### src/rtl/spi_sel_pkg.sv
// Package: register offsets, field layouts and reset values of the
// serial master select/timing block.
// Assumes a 32-bit AXI4-Lite register bus with word-aligned registers.
`default_nettype none
package spi_sel_pkg;
  // Register byte offsets
  localparam logic [7:0] ctrl_off = 8'h00;
  localparam logic [7:0] mode_off = 8'h04;
  localparam logic [7:0] rx_off = 8'h08;
  localparam logic [7:0] tx_off = 8'h0c;
  localparam logic [7:0] status_off = 8'h10;
  localparam logic [7:0] csr0_off = 8'h30;
  localparam logic [7:0] csr3_off = 8'h3c;
  // Control register fields
  localparam int ctrl_enable_bit = 0;
  localparam int ctrl_disable_bit = 1;
  localparam int ctrl_last_bit = 24;
  // Mode register fields
  localparam int mode_master_bit = 0;
  localparam int mode_psel_bit = 1;
  localparam int mode_dec_bit = 2;
  localparam int mode_cs_lsb = 16;
  localparam int mode_dly_lsb = 24;
  // Transmit word fields
  localparam int tx_cs_lsb = 16;
  localparam int tx_last_bit = 24;
  // Select config register fields
  localparam int csr_hold_bit = 3;
  localparam int csr_bits_lsb = 4;
  localparam int csr_div_lsb = 8;
  localparam int csr_pre_lsb = 16;
  localparam int csr_btw_lsb = 24;
  // Status bits
  localparam int st_tx_empty_bit = 1;
  localparam int st_rdrf_bit = 0;
  localparam int st_idle_bit = 9;
  localparam int st_en_bit = 16;
  // Reset values
  localparam logic [31:0] mode_reset = 32'h0000_0000;
  localparam logic [31:0] csr_reset = 32'h0000_0000;
  localparam logic [3:0] cs_idle = 4'hf;
  // Bits-per-word base: field value 0 means 8 bits
  localparam logic [4:0] bits_base = 5'h08;
  // AXI responses
  localparam logic [1:0] resp_okay = 2'h0;
  localparam logic [1:0] resp_slverr = 2'h2;
endpackage : spi_sel_pkg
`default_nettype wire

### src/rtl/spi_sel_master.sv
// Master-mode serial engine: clock division, transfer delays and
// peripheral select logic behind an AXI4-Lite register slave.
// Assumes one clock aclk, synchronous active-low reset, inputs synchronous.
`timescale 1ns/100ps
`default_nettype none
module spi_sel_master #(
  parameter int ncs = 4
) (
  input wire logic aclk,
  input wire logic aresetn,
  input wire logic [7:0] s_axi_awaddr,
  input wire logic s_axi_awvalid,
  output logic s_axi_awready,
  input wire logic [31:0] s_axi_wdata,
  input wire logic [3:0] s_axi_wstrb,
  input wire logic s_axi_wvalid,
  output logic s_axi_wready,
  output logic [1:0] s_axi_bresp,
  output logic s_axi_bvalid,
  input wire logic s_axi_bready,
  input wire logic [7:0] s_axi_araddr,
  input wire logic s_axi_arvalid,
  output logic s_axi_arready,
  output logic [31:0] s_axi_rdata,
  output logic [1:0] s_axi_rresp,
  output logic s_axi_rvalid,
  input wire logic s_axi_rready,
  output logic serial_clock_pin,
  output logic mosi,
  input wire logic miso,
  output logic [3:0] select_lines
);
  if (ncs != 4) begin : g_ncs_check
    $error("ncs must be 4");
  end

  typedef enum logic [2:0] {
    st_idle = 3'b000,
    st_cs_gap = 3'b001,
    st_pre = 3'b010,
    st_shift = 3'b011,
    st_between = 3'b100
  } state_e;

  state_e state_reg;
  logic [31:0] mode_reg;
  logic [31:0] csr_reg [ncs];
  logic enable_reg;
  logic [31:0] tdr_reg;
  logic tdr_full_reg;
  logic last_req_reg;
  logic [15:0] shift_reg;
  logic [15:0] rx_reg;
  logic rdrf_reg;
  logic [4:0] bit_cnt_reg;
  logic [7:0] div_cnt_reg;
  logic [7:0] dly_cnt_reg;
  logic phase_reg;
  logic [3:0] cur_cs_reg;
  logic cur_last_reg;
  logic cs_active_reg;
  logic [3:0] select_reg;
  logic [3:0] last_cs_reg;
  logic sclk_reg;
  logic aw_held_reg;
  logic w_held_reg;
  logic [7:0] awaddr_reg;
  logic [31:0] wdata_reg;
  logic [3:0] wstrb_reg;

  // Write channel capture in either order
  wire aw_take = s_axi_awvalid && !aw_held_reg && !s_axi_bvalid;
  wire w_take = s_axi_wvalid && !w_held_reg && !s_axi_bvalid;
  wire wr_go = aw_held_reg && w_held_reg && !s_axi_bvalid;
  assign s_axi_awready = !aw_held_reg && !s_axi_bvalid;
  assign s_axi_wready = !w_held_reg && !s_axi_bvalid;
  assign s_axi_arready = !s_axi_rvalid;
  wire rd_go = s_axi_arvalid && !s_axi_rvalid;

  // Register write decode
  wire [7:0] wa = awaddr_reg;
  wire wr_ctrl = wr_go && wa == spi_sel_pkg::ctrl_off;
  wire wr_mode = wr_go && wa == spi_sel_pkg::mode_off;
  wire wr_tx = wr_go && wa == spi_sel_pkg::tx_off;
  wire wr_csr = wr_go && wa >= spi_sel_pkg::csr0_off &&
    wa <= spi_sel_pkg::csr3_off && wa[1:0] == 2'h0;
  wire [1:0] wr_csr_idx = wa[3:2];
  wire wr_known = wr_ctrl || wr_mode || wr_tx || wr_csr ||
    wa == spi_sel_pkg::rx_off || wa == spi_sel_pkg::status_off;
  wire [31:0] mode_merged;
  generate
    for (genvar b = 0; b < 4; b++) begin : g_strb
      assign mode_merged[b*8 +: 8] = wstrb_reg[b] ?
        wdata_reg[b*8 +: 8] : mode_reg[b*8 +: 8];
    end
  endgenerate
  wire ctrl_en = wr_ctrl && wdata_reg[spi_sel_pkg::ctrl_enable_bit];
  wire ctrl_dis = wr_ctrl && wdata_reg[spi_sel_pkg::ctrl_disable_bit];
  wire ctrl_last = wr_ctrl && wdata_reg[spi_sel_pkg::ctrl_last_bit];

  // Mode fields
  wire psel = mode_reg[spi_sel_pkg::mode_psel_bit];
  wire decode_enable = mode_reg[spi_sel_pkg::mode_dec_bit];
  wire master = mode_reg[spi_sel_pkg::mode_master_bit];
  wire [3:0] mode_cs = mode_reg[spi_sel_pkg::mode_cs_lsb +: 4];
  wire [7:0] inter_select_delay = mode_reg[spi_sel_pkg::mode_dly_lsb +: 8];

  // Target select of the queued word
  wire [3:0] tx_cs = tdr_reg[spi_sel_pkg::tx_cs_lsb +: 4];
  wire [3:0] next_cs = psel ? tx_cs : mode_cs;
  wire next_last = tdr_reg[spi_sel_pkg::tx_last_bit] || last_req_reg;

  // Config register index from a select code
  function automatic logic [1:0] cfg_index(input logic [3:0] cs,
                                           input logic dec);
    logic [1:0] idx;
    idx = 2'h3;
    if (dec) begin
      idx = cs[3:2];
    end else if (!cs[0]) begin
      idx = 2'h0;
    end else if (!cs[1]) begin
      idx = 2'h1;
    end else if (!cs[2]) begin
      idx = 2'h2;
    end
    return idx;
  endfunction

  wire [1:0] cur_idx = cfg_index(cur_cs_reg, decode_enable);
  wire [1:0] nxt_idx = cfg_index(next_cs, decode_enable);
  wire [31:0] cur_csr = csr_reg[cur_idx];
  wire [31:0] nxt_csr = csr_reg[nxt_idx];
  wire [7:0] serial_clock_divisor = cur_csr[spi_sel_pkg::csr_div_lsb +: 8];
  wire [7:0] pre_clock_delay = nxt_csr[spi_sel_pkg::csr_pre_lsb +: 8];
  wire [7:0] between_transfers_delay = cur_csr[spi_sel_pkg::csr_btw_lsb +: 8];
  wire hold_select = cur_csr[spi_sel_pkg::csr_hold_bit];
  wire [4:0] nbits = spi_sel_pkg::bits_base +
    {1'b0, nxt_csr[spi_sel_pkg::csr_bits_lsb +: 4]};
  wire [4:0] nbits_cl = nbits > 5'h10 ? 5'h10 : nbits;

  // Decoded or one-hot select drive
  wire [3:0] onehot_n = ~(4'h1 << cfg_index(cur_cs_reg, 1'b0));
  wire [3:0] drive_sel = decode_enable ? cur_cs_reg : onehot_n;

  wire run = enable_reg && master;
  wire can_start = tdr_full_reg && run;
  wire div_tick = div_cnt_reg == 8'h00;
  wire dly_done = dly_cnt_reg == 8'h00;
  wire word_done = div_tick && phase_reg && bit_cnt_reg == 5'h01;
  wire transmitter_idle = state_reg == st_idle && !tdr_full_reg;
  wire [4:0] first_cnt = nbits_cl;
  wire [15:0] first_word = tdr_reg[15:0] << (5'h10 - nbits_cl);

  // Serial engine state
  always_ff @(posedge aclk) begin
    if (!aresetn) begin
      state_reg <= st_idle;
      cs_active_reg <= 1'b0;
      cur_cs_reg <= spi_sel_pkg::cs_idle;
      last_cs_reg <= spi_sel_pkg::cs_idle;
      cur_last_reg <= 1'b0;
      dly_cnt_reg <= 8'h00;
      div_cnt_reg <= 8'h00;
      phase_reg <= 1'b0;
      bit_cnt_reg <= 5'h00;
      shift_reg <= 16'h0000;
      sclk_reg <= 1'b0;
      rx_reg <= 16'h0000;
    end else begin
      unique case (state_reg)
        st_idle: begin
          if (can_start) begin
            cur_cs_reg <= next_cs;
            cur_last_reg <= next_last;
            if (cs_active_reg && next_cs == cur_cs_reg) begin
              state_reg <= st_pre; // held select reused
              dly_cnt_reg <= pre_clock_delay;
            end else begin
              cs_active_reg <= 1'b0;
              state_reg <= st_cs_gap;
              dly_cnt_reg <= next_cs != last_cs_reg ?
                inter_select_delay : 8'h00;
            end
          end
        end
        st_cs_gap: begin
          if (dly_done) begin
            cs_active_reg <= 1'b1;
            last_cs_reg <= cur_cs_reg;
            dly_cnt_reg <= pre_clock_delay;
            state_reg <= st_pre;
          end else begin
            dly_cnt_reg <= dly_cnt_reg - 8'h01;
          end
        end
        st_pre: begin
          if (dly_done) begin
            shift_reg <= first_word;
            bit_cnt_reg <= first_cnt;
            div_cnt_reg <= serial_clock_divisor - 8'h01;
            phase_reg <= 1'b0;
            state_reg <= st_shift;
          end else begin
            dly_cnt_reg <= dly_cnt_reg - 8'h01;
          end
        end
        st_shift: begin
          if (div_tick) begin
            div_cnt_reg <= serial_clock_divisor - 8'h01;
            phase_reg <= !phase_reg;
            sclk_reg <= !phase_reg;
            if (!phase_reg) begin
              rx_reg <= {rx_reg[14:0], miso};
            end else begin
              shift_reg <= {shift_reg[14:0], 1'b0};
              bit_cnt_reg <= bit_cnt_reg - 5'h01;
            end
            if (word_done) begin
              dly_cnt_reg <= between_transfers_delay;
              state_reg <= st_between;
            end
          end else begin
            div_cnt_reg <= div_cnt_reg - 8'h01;
          end
        end
        st_between: begin
          if (dly_done) begin
            state_reg <= st_idle;
            if (cur_last_reg || (!hold_select &&
                !(can_start && next_cs == cur_cs_reg))) begin
              cs_active_reg <= 1'b0;
            end
          end else begin
            dly_cnt_reg <= dly_cnt_reg - 8'h01;
          end
        end
        default: state_reg <= st_idle;
      endcase
    end
  end

  // Holding register, last-transfer request and enable
  always_ff @(posedge aclk) begin
    if (!aresetn) begin
      tdr_reg <= 32'h0000_0000;
      tdr_full_reg <= 1'b0;
      last_req_reg <= 1'b0;
      enable_reg <= 1'b0;
      rdrf_reg <= 1'b0;
    end else begin
      if (wr_tx) begin
        tdr_reg <= wdata_reg;
        tdr_full_reg <= 1'b1;
      end else if (state_reg == st_pre && dly_done) begin
        tdr_full_reg <= 1'b0;
      end
      if (ctrl_last) begin
        last_req_reg <= 1'b1;
      end else if (state_reg == st_idle && can_start) begin
        last_req_reg <= 1'b0;
      end
      if (ctrl_dis) begin
        enable_reg <= 1'b0;
      end else if (ctrl_en) begin
        enable_reg <= 1'b1;
      end
      if (state_reg == st_shift && word_done) begin
        rdrf_reg <= 1'b1;
      end else if (rd_go && s_axi_araddr == spi_sel_pkg::rx_off) begin
        rdrf_reg <= 1'b0;
      end
    end
  end

  // Configuration registers
  always_ff @(posedge aclk) begin
    if (!aresetn) begin
      mode_reg <= spi_sel_pkg::mode_reset;
      for (int i = 0; i < ncs; i++) begin
        csr_reg[i] <= spi_sel_pkg::csr_reset;
      end
    end else begin
      if (wr_mode) begin
        mode_reg <= mode_merged;
      end
      if (wr_csr) begin
        csr_reg[wr_csr_idx] <= wdata_reg;
      end
    end
  end

  // AXI write path
  always_ff @(posedge aclk) begin
    if (!aresetn) begin
      aw_held_reg <= 1'b0;
      w_held_reg <= 1'b0;
      awaddr_reg <= 8'h00;
      wdata_reg <= 32'h0000_0000;
      wstrb_reg <= 4'h0;
      s_axi_bvalid <= 1'b0;
      s_axi_bresp <= spi_sel_pkg::resp_okay;
    end else begin
      if (aw_take) begin
        aw_held_reg <= 1'b1;
        awaddr_reg <= s_axi_awaddr;
      end
      if (w_take) begin
        w_held_reg <= 1'b1;
        wdata_reg <= s_axi_wdata;
        wstrb_reg <= s_axi_wstrb;
      end
      if (wr_go) begin
        aw_held_reg <= 1'b0;
        w_held_reg <= 1'b0;
        s_axi_bvalid <= 1'b1;
        s_axi_bresp <= wr_known ? spi_sel_pkg::resp_okay :
          spi_sel_pkg::resp_slverr;
      end else if (s_axi_bready) begin
        s_axi_bvalid <= 1'b0;
      end
    end
  end

  // Read data selection
  wire [7:0] ra = s_axi_araddr;
  wire [31:0] status_word = (32'h1 << spi_sel_pkg::st_tx_empty_bit) &
    {32{!tdr_full_reg}} |
    (32'h1 << spi_sel_pkg::st_rdrf_bit) & {32{rdrf_reg}} |
    (32'h1 << spi_sel_pkg::st_idle_bit) & {32{transmitter_idle}} |
    (32'h1 << spi_sel_pkg::st_en_bit) & {32{enable_reg}};
  wire rd_csr = ra >= spi_sel_pkg::csr0_off && ra <= spi_sel_pkg::csr3_off &&
    ra[1:0] == 2'h0;
  wire rd_known = ra == spi_sel_pkg::mode_off ||
    ra == spi_sel_pkg::rx_off || ra == spi_sel_pkg::status_off || rd_csr ||
    ra == spi_sel_pkg::ctrl_off || ra == spi_sel_pkg::tx_off;
  wire [31:0] rd_mux = ra == spi_sel_pkg::mode_off ? mode_reg :
    ra == spi_sel_pkg::rx_off ? {16'h0000, rx_reg} :
    ra == spi_sel_pkg::status_off ? status_word :
    rd_csr ? csr_reg[ra[3:2]] : 32'h0000_0000;

  // AXI read path
  always_ff @(posedge aclk) begin
    if (!aresetn) begin
      s_axi_rvalid <= 1'b0;
      s_axi_rdata <= 32'h0000_0000;
      s_axi_rresp <= spi_sel_pkg::resp_okay;
    end else if (rd_go) begin
      s_axi_rvalid <= 1'b1;
      s_axi_rdata <= rd_mux;
      s_axi_rresp <= rd_known ? spi_sel_pkg::resp_okay :
        spi_sel_pkg::resp_slverr;
    end else if (s_axi_rready) begin
      s_axi_rvalid <= 1'b0;
    end
  end

  // Pin drive from flip-flops
  always_ff @(posedge aclk) begin
    if (!aresetn) begin
      select_reg <= spi_sel_pkg::cs_idle;
    end else begin
      select_reg <= cs_active_reg ? drive_sel :
        spi_sel_pkg::cs_idle;
    end
  end
  assign select_lines = select_reg;
  assign serial_clock_pin = sclk_reg;
  assign mosi = shift_reg[15];
endmodule : spi_sel_master
`default_nettype wire

### config.mk
export PLATFORM = sky130hd
export DESIGN_NAME = spi_sel_master
export DESIGN_NICKNAME = d
export VERILOG_FILES = /design/src/rtl/spi_sel_pkg.sv /design/src/rtl/spi_sel_master.sv
export SDC_FILE = /design/constraint.sdc
export NUM_CORES = 1
export LEC_CHECK = 0
export ABC_CLOCK_PERIOD_IN_PS = 11100
export BUFFER_PORTS_ARGS = -buffer_cell sky130_fd_sc_hd__buf_2
export CORE_ASPECT_RATIO = 1.4
export CORE_MARGIN = 2
export CORE_UTILIZATION = 45
export CTS_CLUSTER_DIAMETER = 80
export CTS_CLUSTER_SIZE = 30
export DETAILED_ROUTE_END_ITERATION = 6
export GPL_TIMING_DRIVEN = 1
export HOLD_SLACK_MARGIN = 0.03
export PLACE_DENSITY_LB_ADDON = 0.25
export SLEW_MARGIN = 20
export SYNTH_ARGS = -nofsm -noshare
export SYNTH_HDL_FRONTEND = slang
export SYNTH_SLANG_ARGS = --single-unit
### constraint.sdc
create_clock -name aclk -period 11.1 [get_ports aclk]
set_input_delay 1.11 -clock aclk [delete_from_list [all_inputs] [get_ports aclk]]
set_output_delay 1.11 -clock aclk [all_outputs]
set_load 0.03 [all_outputs]
# After elaboration in Yosys (flattened, before gate mapping)
# Memory sizes are Yosys's and may differ from the RTL's.
# Index checks and enable logic that the tools add are counted.
[word_totals]
ff_bits = 217
latch_bits = 0
mem_bits_rw = 128
mem_bits_ro = 0
inputBits = 60
out_inout_bits = 47
wordCells = 233
mem_count = 1
[memory_table]
columns = ["memory", "words", "word_bits", "read_ports", "rd_clocked_by_memory_dff", "wr", "line", "source"]
rows = [
  ["csr_reg", 4, 32, 3, 0, 4, "spi_sel_master.sv:47", "logic [31:0] csr_reg [ncs];"],
]
[classes]
add_sub_neg = 6
multipliers = 0
div_mod_pow = 0
order_cmp = 5
n_eq_ne = 25
n_shift = 2
mux = 70
bitwise = 6
reduce_logical = 86
[ops]
columns = ["cell", "n"]
rows = [
  ["two-way mux 32 bit", 5],
  ["two-way mux 8 bit", 9],
  ["two-way mux 16 bit", 3],
  ["== test 8 x 4 -> 1 bit (second input constant)", 4],
  ["logical AND 1 bit", 32],
  ["logical NOT 8 bit", 4],
  ["case mux 16 bit (2 select lines)", 1],
  ["case mux 8 bit (4 select lines)", 1],
  ["OR reduction 32 bit", 1],
  ["two-way mux 1 bit", 24],
  ["subtractor 8 x 1 -> 8 bit (second input constant)", 3],
  ["two-way mux 2 bit", 10],
  ["two-way mux 5 bit", 4],
  ["inequality test 2 bit (second input constant)", 10],
  ["two-way mux 3 bit", 6],
  ["AND reduction 2 bit", 9],
  ["OR 10 x 17 -> 17 bit", 1],
  ["== test 8 x 3 -> 1 bit (second input constant)", 2],
  ["== test 8 x 5 -> 1 bit (second input constant)", 2],
  [">= comparator 8 x 6 -> 1 bit (second input constant)", 2],
  ["less-or-equal comparator 8 x 6 -> 1 bit (second input constant)", 2],
  ["case mux 8 bit (2 select lines)", 1],
  ["left shift 16 x 5 -> 16 bit", 1],
  ["case mux 3 bit (5 select lines)", 1],
  ["other kinds (31)", 62],
]

# Longest topological paths before layout
# Gate-level depths: netlist of run 1.
# An unclocked memory read counts as a cell.
[depth]
depth_word = 13
ltp_mapped = 17
depth_no_buf = 14

# Worst setup path before layout of run 1
# Ideal clock, no wire load.
[synth_timing]
path_kind = "reg2reg"
from = "register s_axi_bvalid"
to = "memory csr_reg[0][0], enable pin"
setup_ps = 466
arrival_ps = 3489
required_ps = 10634
path_slack_ps = 7145
path_stages_with_launch = 5
path_buffers = 0
synth_period_minus_slack_ps = 3955
cell_sequence = "dfxtp_1 > or3_1 > nor2_1 > nand3_1 > o21ai_0"
[synth_rtl]
columns = ["item", "line", "source"]
rows = [
  ["start, declared", "spi_sel_master.sv:19", "output logic s_axi_bvalid,"],
  ["start signal, assigned", "spi_sel_master.sv:301", "s_axi_bvalid <= 1'b0;"],
  ["start signal, assigned", "spi_sel_master.sv:316", "s_axi_bvalid <= 1'b1;"],
  ["start signal, assigned", "spi_sel_master.sv:320", "s_axi_bvalid <= 1'b0;"],
  ["end, declared", "spi_sel_master.sv:47", ""],
]

# Final worst setup path of run 1
[layout_timing]
from = "register mode_reg[2]"
to = "register shift_reg[6]"
[layout_via]
elab_chain_cells = 9
[layout_rtl]
columns = ["item", "line", "source"]
rows = [
  ["start, declared", "spi_sel_master.sv:46", "logic [31:0] mode_reg;"],
  ["start signal, assigned", "spi_sel_master.sv:279", "mode_reg <= spi_sel_pkg::mode_reset;"],
  ["start signal, assigned", "spi_sel_master.sv:285", "mode_reg <= mode_merged;"],
  ["two-way mux 2 bit (*)", "spi_sel_master.sv:118", "if (dec) begin"],
  ["memory (4 x 32 bit) (*)", "-", ""],
  ["adder 4 x 4 -> 5 bit (*)", "spi_sel_master.sv:138", "wire [4:0] nbits = spi_sel_pkg::bits_base +"],
  ["> comparator 5 bit", "spi_sel_master.sv:140", "wire [4:0] nbits_cl = nbits > 5'h10 ? 5'h10 : nbits;"],
  ["two-way mux 5 bit (*)", "spi_sel_master.sv:140", ""],
  ["subtractor 5 bit (*)", "spi_sel_master.sv:153", "wire [15:0] first_word = tdr_reg[15:0] << (5'h10 - nbits_cl);"],
  ["left shift 16 x 5 -> 16 bit (*)", "spi_sel_master.sv:153", ""],
  ["two-way mux 16 bit (*)", "spi_sel_master.sv:198", "if (dly_done) begin"],
  ["case mux 16 bit (2 select lines) (*)", "spi_sel_master.sv:171", "unique case (state_reg)"],
  ["end signal, assigned", "spi_sel_master.sv:199", "shift_reg <= first_word;"],
  ["end signal, assigned", "spi_sel_master.sv:216", "shift_reg <= {shift_reg[14:0], 1'b0};"],
  ["end, declared", "spi_sel_master.sv:52", "logic [15:0] shift_reg;"],
]
# Mark *: on every way between the ends. The rest lies on a longest branch, timed or not. The select of a mux whose other input is x is not followed.
# A chain may end at the register's enable or synchronous reset.

==> flow_summary.toml, run 1 <==
[synthesis]
synth-seq-area-share_pct = 50.4
avgSynthCellArea_sq_um = 9.30
synthCells = 1723
ys.flop_type = "dfxtp_1"
synth-edff-count = 128
ys_ff_latch = 339
ys_types = 77
netlist_area_sq_mm = 0.0160
yosysWarnings = 0
async_reset_ff_share_pct = 0

[critical_path]
cp_top_family = "multiplexers"
cp_data_arrival_time_ns = 5.01
crit_chain = "mux4_2 > o21ai_4 > or3_1 > o211a_2 > nor2_8 > inv_6 > ha_1 > inv_1 > mux4_2 > mux2_4 > a221oi_2 > nor2_1"
cp_data_required_time_ns = 11.53
path_buf_inv = 2
cp.depth = 12
rr_worst_depth = 12
cp_slowest_cell = "dfxtp_1"
crit_type = "register to register"
startpoint_type = "register"
slowest_delay_ns = 0.92
crit_fanout = 23
critPathCaptureType = "register"
path_common_cell = "mux4_2"

[sta]
fin_ws_ns = 6.52
final-max-slew-violation-count = 0
rsz0062_at_grt = "false"
setup_viol_count_final = 0
worstMarginPinSlew_ns = 1.08
period_minus_slack_ns = 4.58
hold_violations = 0
finClkSkew_ns = 0.0343
fmax_mhz = 218
slew_headroom_pct = 27.7
post-route-period-util_pct = 41.2
holdWs_ns = 0.458
tns_ns = 0

[floorplanning]
pin_count = 107
dieArea_sq_mm = 0.0371
start_util_pct = 45.8
core_sq_mm = 0.0350
die_x_um = 163
rows = 81
die_h_um = 227

[detailed_routing]
vias_per_cell = 5.91
vias = 13071
drcViolationCount = 0
drtIter0Drc = 1270
antenna_left = 0
firstDrtPassIters = 5
wire_per_inst_um = 21.0
wl_um = 46500

[layout]
num-fill-cells = 3321
drive_gt1_share_pct = 13.7
layout_commonest_cell = "nand2_1"
layout.cells.non_filler = 2213
fin_area_sq_mm = 0.0174
antenna_cells = 0
fin_nets = 1814
area.growth.synth_to_final_pct = 8.62
largest_reg_flops = 128
most-common-layout-cells = "nand2_1 (330), dfxtp_1 (211), nor2_1 (201)"

[clocking]
cts_hold_buffers = 0
htreeDepth = 1
cts_tree = "built"
ctsResizeCount = 0
clk_latency_ns = 0.54
cts_buffers = 16
cts.path.max_buffers = 3
post-cts-setup-buffers = 0
ctsRootBufferMaster = "clkbuf_16"
path_clk_slew_ns = 0.12
clkSinkCount = 339

[global_routing]
grt_first_pass_wirelength_um = 71800
grt_max_degree = 79
track_usage_pct = 25.2
grt_pass1_vias = 12815
antenna_found_initial = 0
overflow = 0

[hold_path]
min-delay-path-class = "register to register"
min_path_cells = 2

[outcome]
status = "completed"

[pwr]
static-leakage-power_uw = 0.00630
p_per_area_mw_per_mm2 = 146
vdd_drop_max_mv = 0.185

[placement]
dp_slack_ns = 6.45
port_buffers = 104
place_area_sq_mm = 0.0169
gp_congestion = 0.889
dp_cells = 2185
dp_hpwl_um = 31000

[flow_run]
maxCapViolCount = 0
layout make-up:
type	count	area (sq um)	share of cell area (%)
clock buffer	24	462	2.65
clock inverter	4	61.3	0.352
inverter	47	186	1.07
multi-input combinational	1217	7370	42.3
sequential	339	8070	46.4
tap	456	571	3.28
timing repair buffer	126	686	3.94
per-layer routing:
layer / vias to the layer above / part of all wire, % / GRT usage [%]
met5: - / 0 / 0
met4: 0 / 4.6 / 11.4
met3: 95 / 5.8 / 2.57
met2: 464 / 51 / 45.4
met1: 6309 / 39 / 30.3
li1: 6203 / - / -
synthesized netlist by cell type (all sizes together), types with 8 or more instances:
master	n	area, sq um
nand2	330	1240
dfxtp	211	4220
nor2	207	796
a21oi	174	871
edfxtp	128	3840
clkbuf	107	402
o21ai	65	325
nand3	61	305
inv	47	181
mux4	45	1010
a22oi	41	308
mux2i	33	330
a211oi	29	218
mux2	17	199
a221oi	16	153
a311oi	16	140
nand2b	16	100
buf	14	80.1
nor3	14	70.1
a31oi	12	75.1
xnor2	12	113
o211ai	10	75.1
o22ai	8	50.1
xor2	8	77.6
path summary, 6_finish.rpt:
path / end / startpoint / slack [ns]
max: shift_reg[6] / mode_reg[2] / 6.52
min reg2reg: awaddr_reg[1] / awaddr_reg[1] / 0.46
min: awaddr_reg[1] / awaddr_reg[1] / 0.46
max reg2reg: shift_reg[6] / mode_reg[2] / 6.52
worst reg2reg max path, stage by stage (launching register included):
cell	delay [ns]
dfxtp_1	0.92
mux4_2	0.72
o21ai_4	0.34
or3_1	0.23
o211a_2	0.28
nor2_8	0.07
inv_6	0.17
ha_1	0.35
inv_1	0.40
mux4_2	0.40
mux2_4	0.28
a221oi_2	0.24
nor2_1	0.08
logic make-up after synthesis:
| family | synth area share, % |
|---|---|
| AOI/OAI and AO/OA | 16.3 |
| xor gates and xnor gates | 1.19 |
| adders and majority gates | 0.547 |
| buffers and inverters | 4.14 |
| DFF | 50.4 |
| muxes | 9.63 |
| other | 0.0234 |
| and+or+nand+nor | 17.8 |
per-stage QoR:
| stage | util [%] | total power [uW] |
|---|---|---|
| 5_1_grt | 49.8 | 2640 |
| 3_3_place_gp | 48.2 | 1830 |
| 4_1_cts | 49.7 | 2550 |
| 3_5_place_dp | 48.2 | 1830 |
| 6_report | 49.8 | 2540 |
| 2_1_floorplan | - | 1710 |
power by group:
group          internal (uW)  leakage [uW]  total [uW]  switching, uW
Clock                    306      0.000252         731            425
Sequential              1340       0.00303        1400           57.8
Combinational            154       0.00302         409            254
Total                   1800       0.00630        2540            737
No activity file was read; power rests on OpenSTA's default activity.
==> inputs of run 2 (changes only) <==
--- a/config.mk
+++ b/config.mk
@@ -5,7 +5,7 @@
 export SDC_FILE = /design/constraint.sdc
 export NUM_CORES = 1
 export LEC_CHECK = 0
-export ABC_CLOCK_PERIOD_IN_PS = 11100
+export ABC_CLOCK_PERIOD_IN_PS = 4400
 export BUFFER_PORTS_ARGS = -buffer_cell sky130_fd_sc_hd__buf_2
 export CORE_ASPECT_RATIO = 1.4
 export CORE_MARGIN = 2
==> constraint.sdc (replaced) <==
create_clock -name aclk -period 4.4 [get_ports aclk]
set_input_delay 0.44 -clock aclk [delete_from_list [all_inputs] [get_ports aclk]]
set_output_delay 0.44 -clock aclk [all_outputs]
set_load 0.03 [all_outputs]
==> run 2 against run 1 <==
Effect of this change: clock power is 150% higher; die area stayed put; setup slack worse by 6.1 ns; largest cell class unchanged; register-to-register slack worse by 6.1 ns; largest power group unchanged; critical endpoint unchanged; first-iteration DRC count is 12% lower; fmax is 14% higher.
==> flow_summary.toml, run 2 (synthesis gave the netlist of run 1 again) <==
[detailed_routing]
firstDrtPassIters = 6
drtIter0Drc = 1121
wire_per_inst_um = 21.1
vias_per_cell = 5.94
drcViolationCount = 0
antenna_left = 0
wl_um = 47000
vias = 13207

[floorplanning]
rows = 81
start_util_pct = 45.8
pin_count = 107
die_x_um = 163
dieArea_sq_mm = 0.0371
die_h_um = 227
core_sq_mm = 0.0350

[pwr]
clkPwrFrac_pct = 28.4
combPwrFrac_pct = 16.3
p_per_area_mw_per_mm2 = 365
vdd_drop_max_mv = 0.274
static-leakage-power_uw = 0.00634
seqPwrFrac_pct = 55.4
power.internal_uw = 4500
p_sw_share_pct = 29.4
p_sw_uw = 1880

[global_routing]
grt_first_pass_wirelength_um = 73800
antenna_found_initial = 0
overflow = 0
track_usage_pct = 25.7
grt_max_degree = 101
grt_pass1_vias = 13078

[sta]
post-route-period-util_pct = 91.0
hold_violations = 0
setup_viol_count_final = 0
final-max-slew-violation-count = 0
period_minus_slack_ns = 4.00
tns_ns = 0
slew_headroom_pct = 25.4
fmax_mhz = 250
worstMarginPinSlew_ns = 1.12
rsz0062_at_grt = "false"
holdWs_ns = 0.0720
finClkSkew_ns = 0.0475

[placement]
port_buffers = 104
gp_congestion = 0.883
dp_hpwl_um = 32000
place_area_sq_mm = 0.0169
dp_cells = 2195

[layout]
fin_area_sq_mm = 0.0175
layout.cells.non_filler = 2223
largest_reg_flops = 128
area.growth.synth_to_final_pct = 8.96
drive_gt1_share_pct = 14.3
antenna_cells = 0
layout_commonest_cell = "nand2_1"
final_core_util_pct = 49.9
fin_nets = 1824
most-common-layout-cells = "nand2_1 (330), dfxtp_1 (211), nor2_1 (200)"

[outcome]
status = "completed"

[clocking]
htreeDepth = 1
cts.path.max_buffers = 3
cts_hold_buffers = 0
path_clk_slew_ns = 0.12
ctsResizeCount = 0
ctsRootBufferMaster = "clkbuf_16"
cts_buffers = 16
cts_tree = "built"
clk_latency_ns = 0.56
post-cts-setup-buffers = 0
clkSinkCount = 339

[critical_path]
crit_fanout = 16
crit_type = "register to register"
rr_worst_depth = 14
cp_data_arrival_time_ns = 4.44
startpoint_type = "register"
critPathCaptureType = "register"
cp_data_required_time_ns = 4.84

[flow_run]
maxCapViolCount = 0

[hold_path]
min_path_cells = 2
min-delay-path-class = "input port to register"
[run 2: final cells by class]
| cell class | instances | area [sq um] |
|---|---|---|
| Tap cell | 456 | 571 |
| Fill cell | 3343 | 17500 |
| Multi-Input combinational cell | 1217 | 7360 |
| Inverter | 47 | 186 |
| Sequential cell | 339 | 8070 |
| Clock buffer | 22 | 423 |
| Clock inverter | 6 | 76.3 |
| Timing Repair Buffer | 136 | 773 |
[run 2: final timing paths]
path | slack [ns] | from | to
hold / removal | 0.07 | s_axi_rready | s_axi_rvalid
hold reg to reg | 0.45 | wdata_reg[25] | mode_reg[25]
setup / recovery | 0.40 | mode_reg[1] | shift_reg[6]
setup reg to reg | 0.40 | mode_reg[1] | shift_reg[6]
[run 2: metal layers]
metal	up-vias	part of all wire (%)	wire length, um	track usage (%)
li1	6219	-	-	-
met3	123	5.3	2500	2.28
met2	477	50	23700	46.1
met1	6388	39	18300	31.1
met4	0	5.1	2390	12.3
met5	-	0	0	0
[run 2: power groups by stage]
stage	Sequential (uW)	Clock, uW	Combinational, uW
after floorplan	3580	0	730
after global placement	3590	0	1020
after detailed placement	3600	0	1020
after CTS	3530	1840	1030
after global routing	3550	1940	1140
final	3530	1810	1040
[run 2: stage by stage]
| step | total power (uW) | setup WS, ns |
|---|---|---|
| after global routing | 6630 | 0.169 |
| after CTS | 6390 | 0.436 |
| after detailed placement | 4620 | 0.469 |
| after global placement | 4610 | 0.598 |
| after floorplan | 4310 | 0.445 |
| final | 6380 | 0.398 |
[run 2: worst max-delay path, cell delays in order, from the launching register on]
cell and delay, ns:
dfxtp_1 0.60, mux2_4 0.38, or2_1 0.26, o21a_1 0.19
o211a_2 0.33, nor2_8 0.16, inv_6 0.10, ha_1 0.44
inv_1 0.29, nand2_1 0.16, a22oi_1 0.08, a31o_2 0.28
mux2_4 0.29, a221oi_2 0.23, nor2_1 0.08
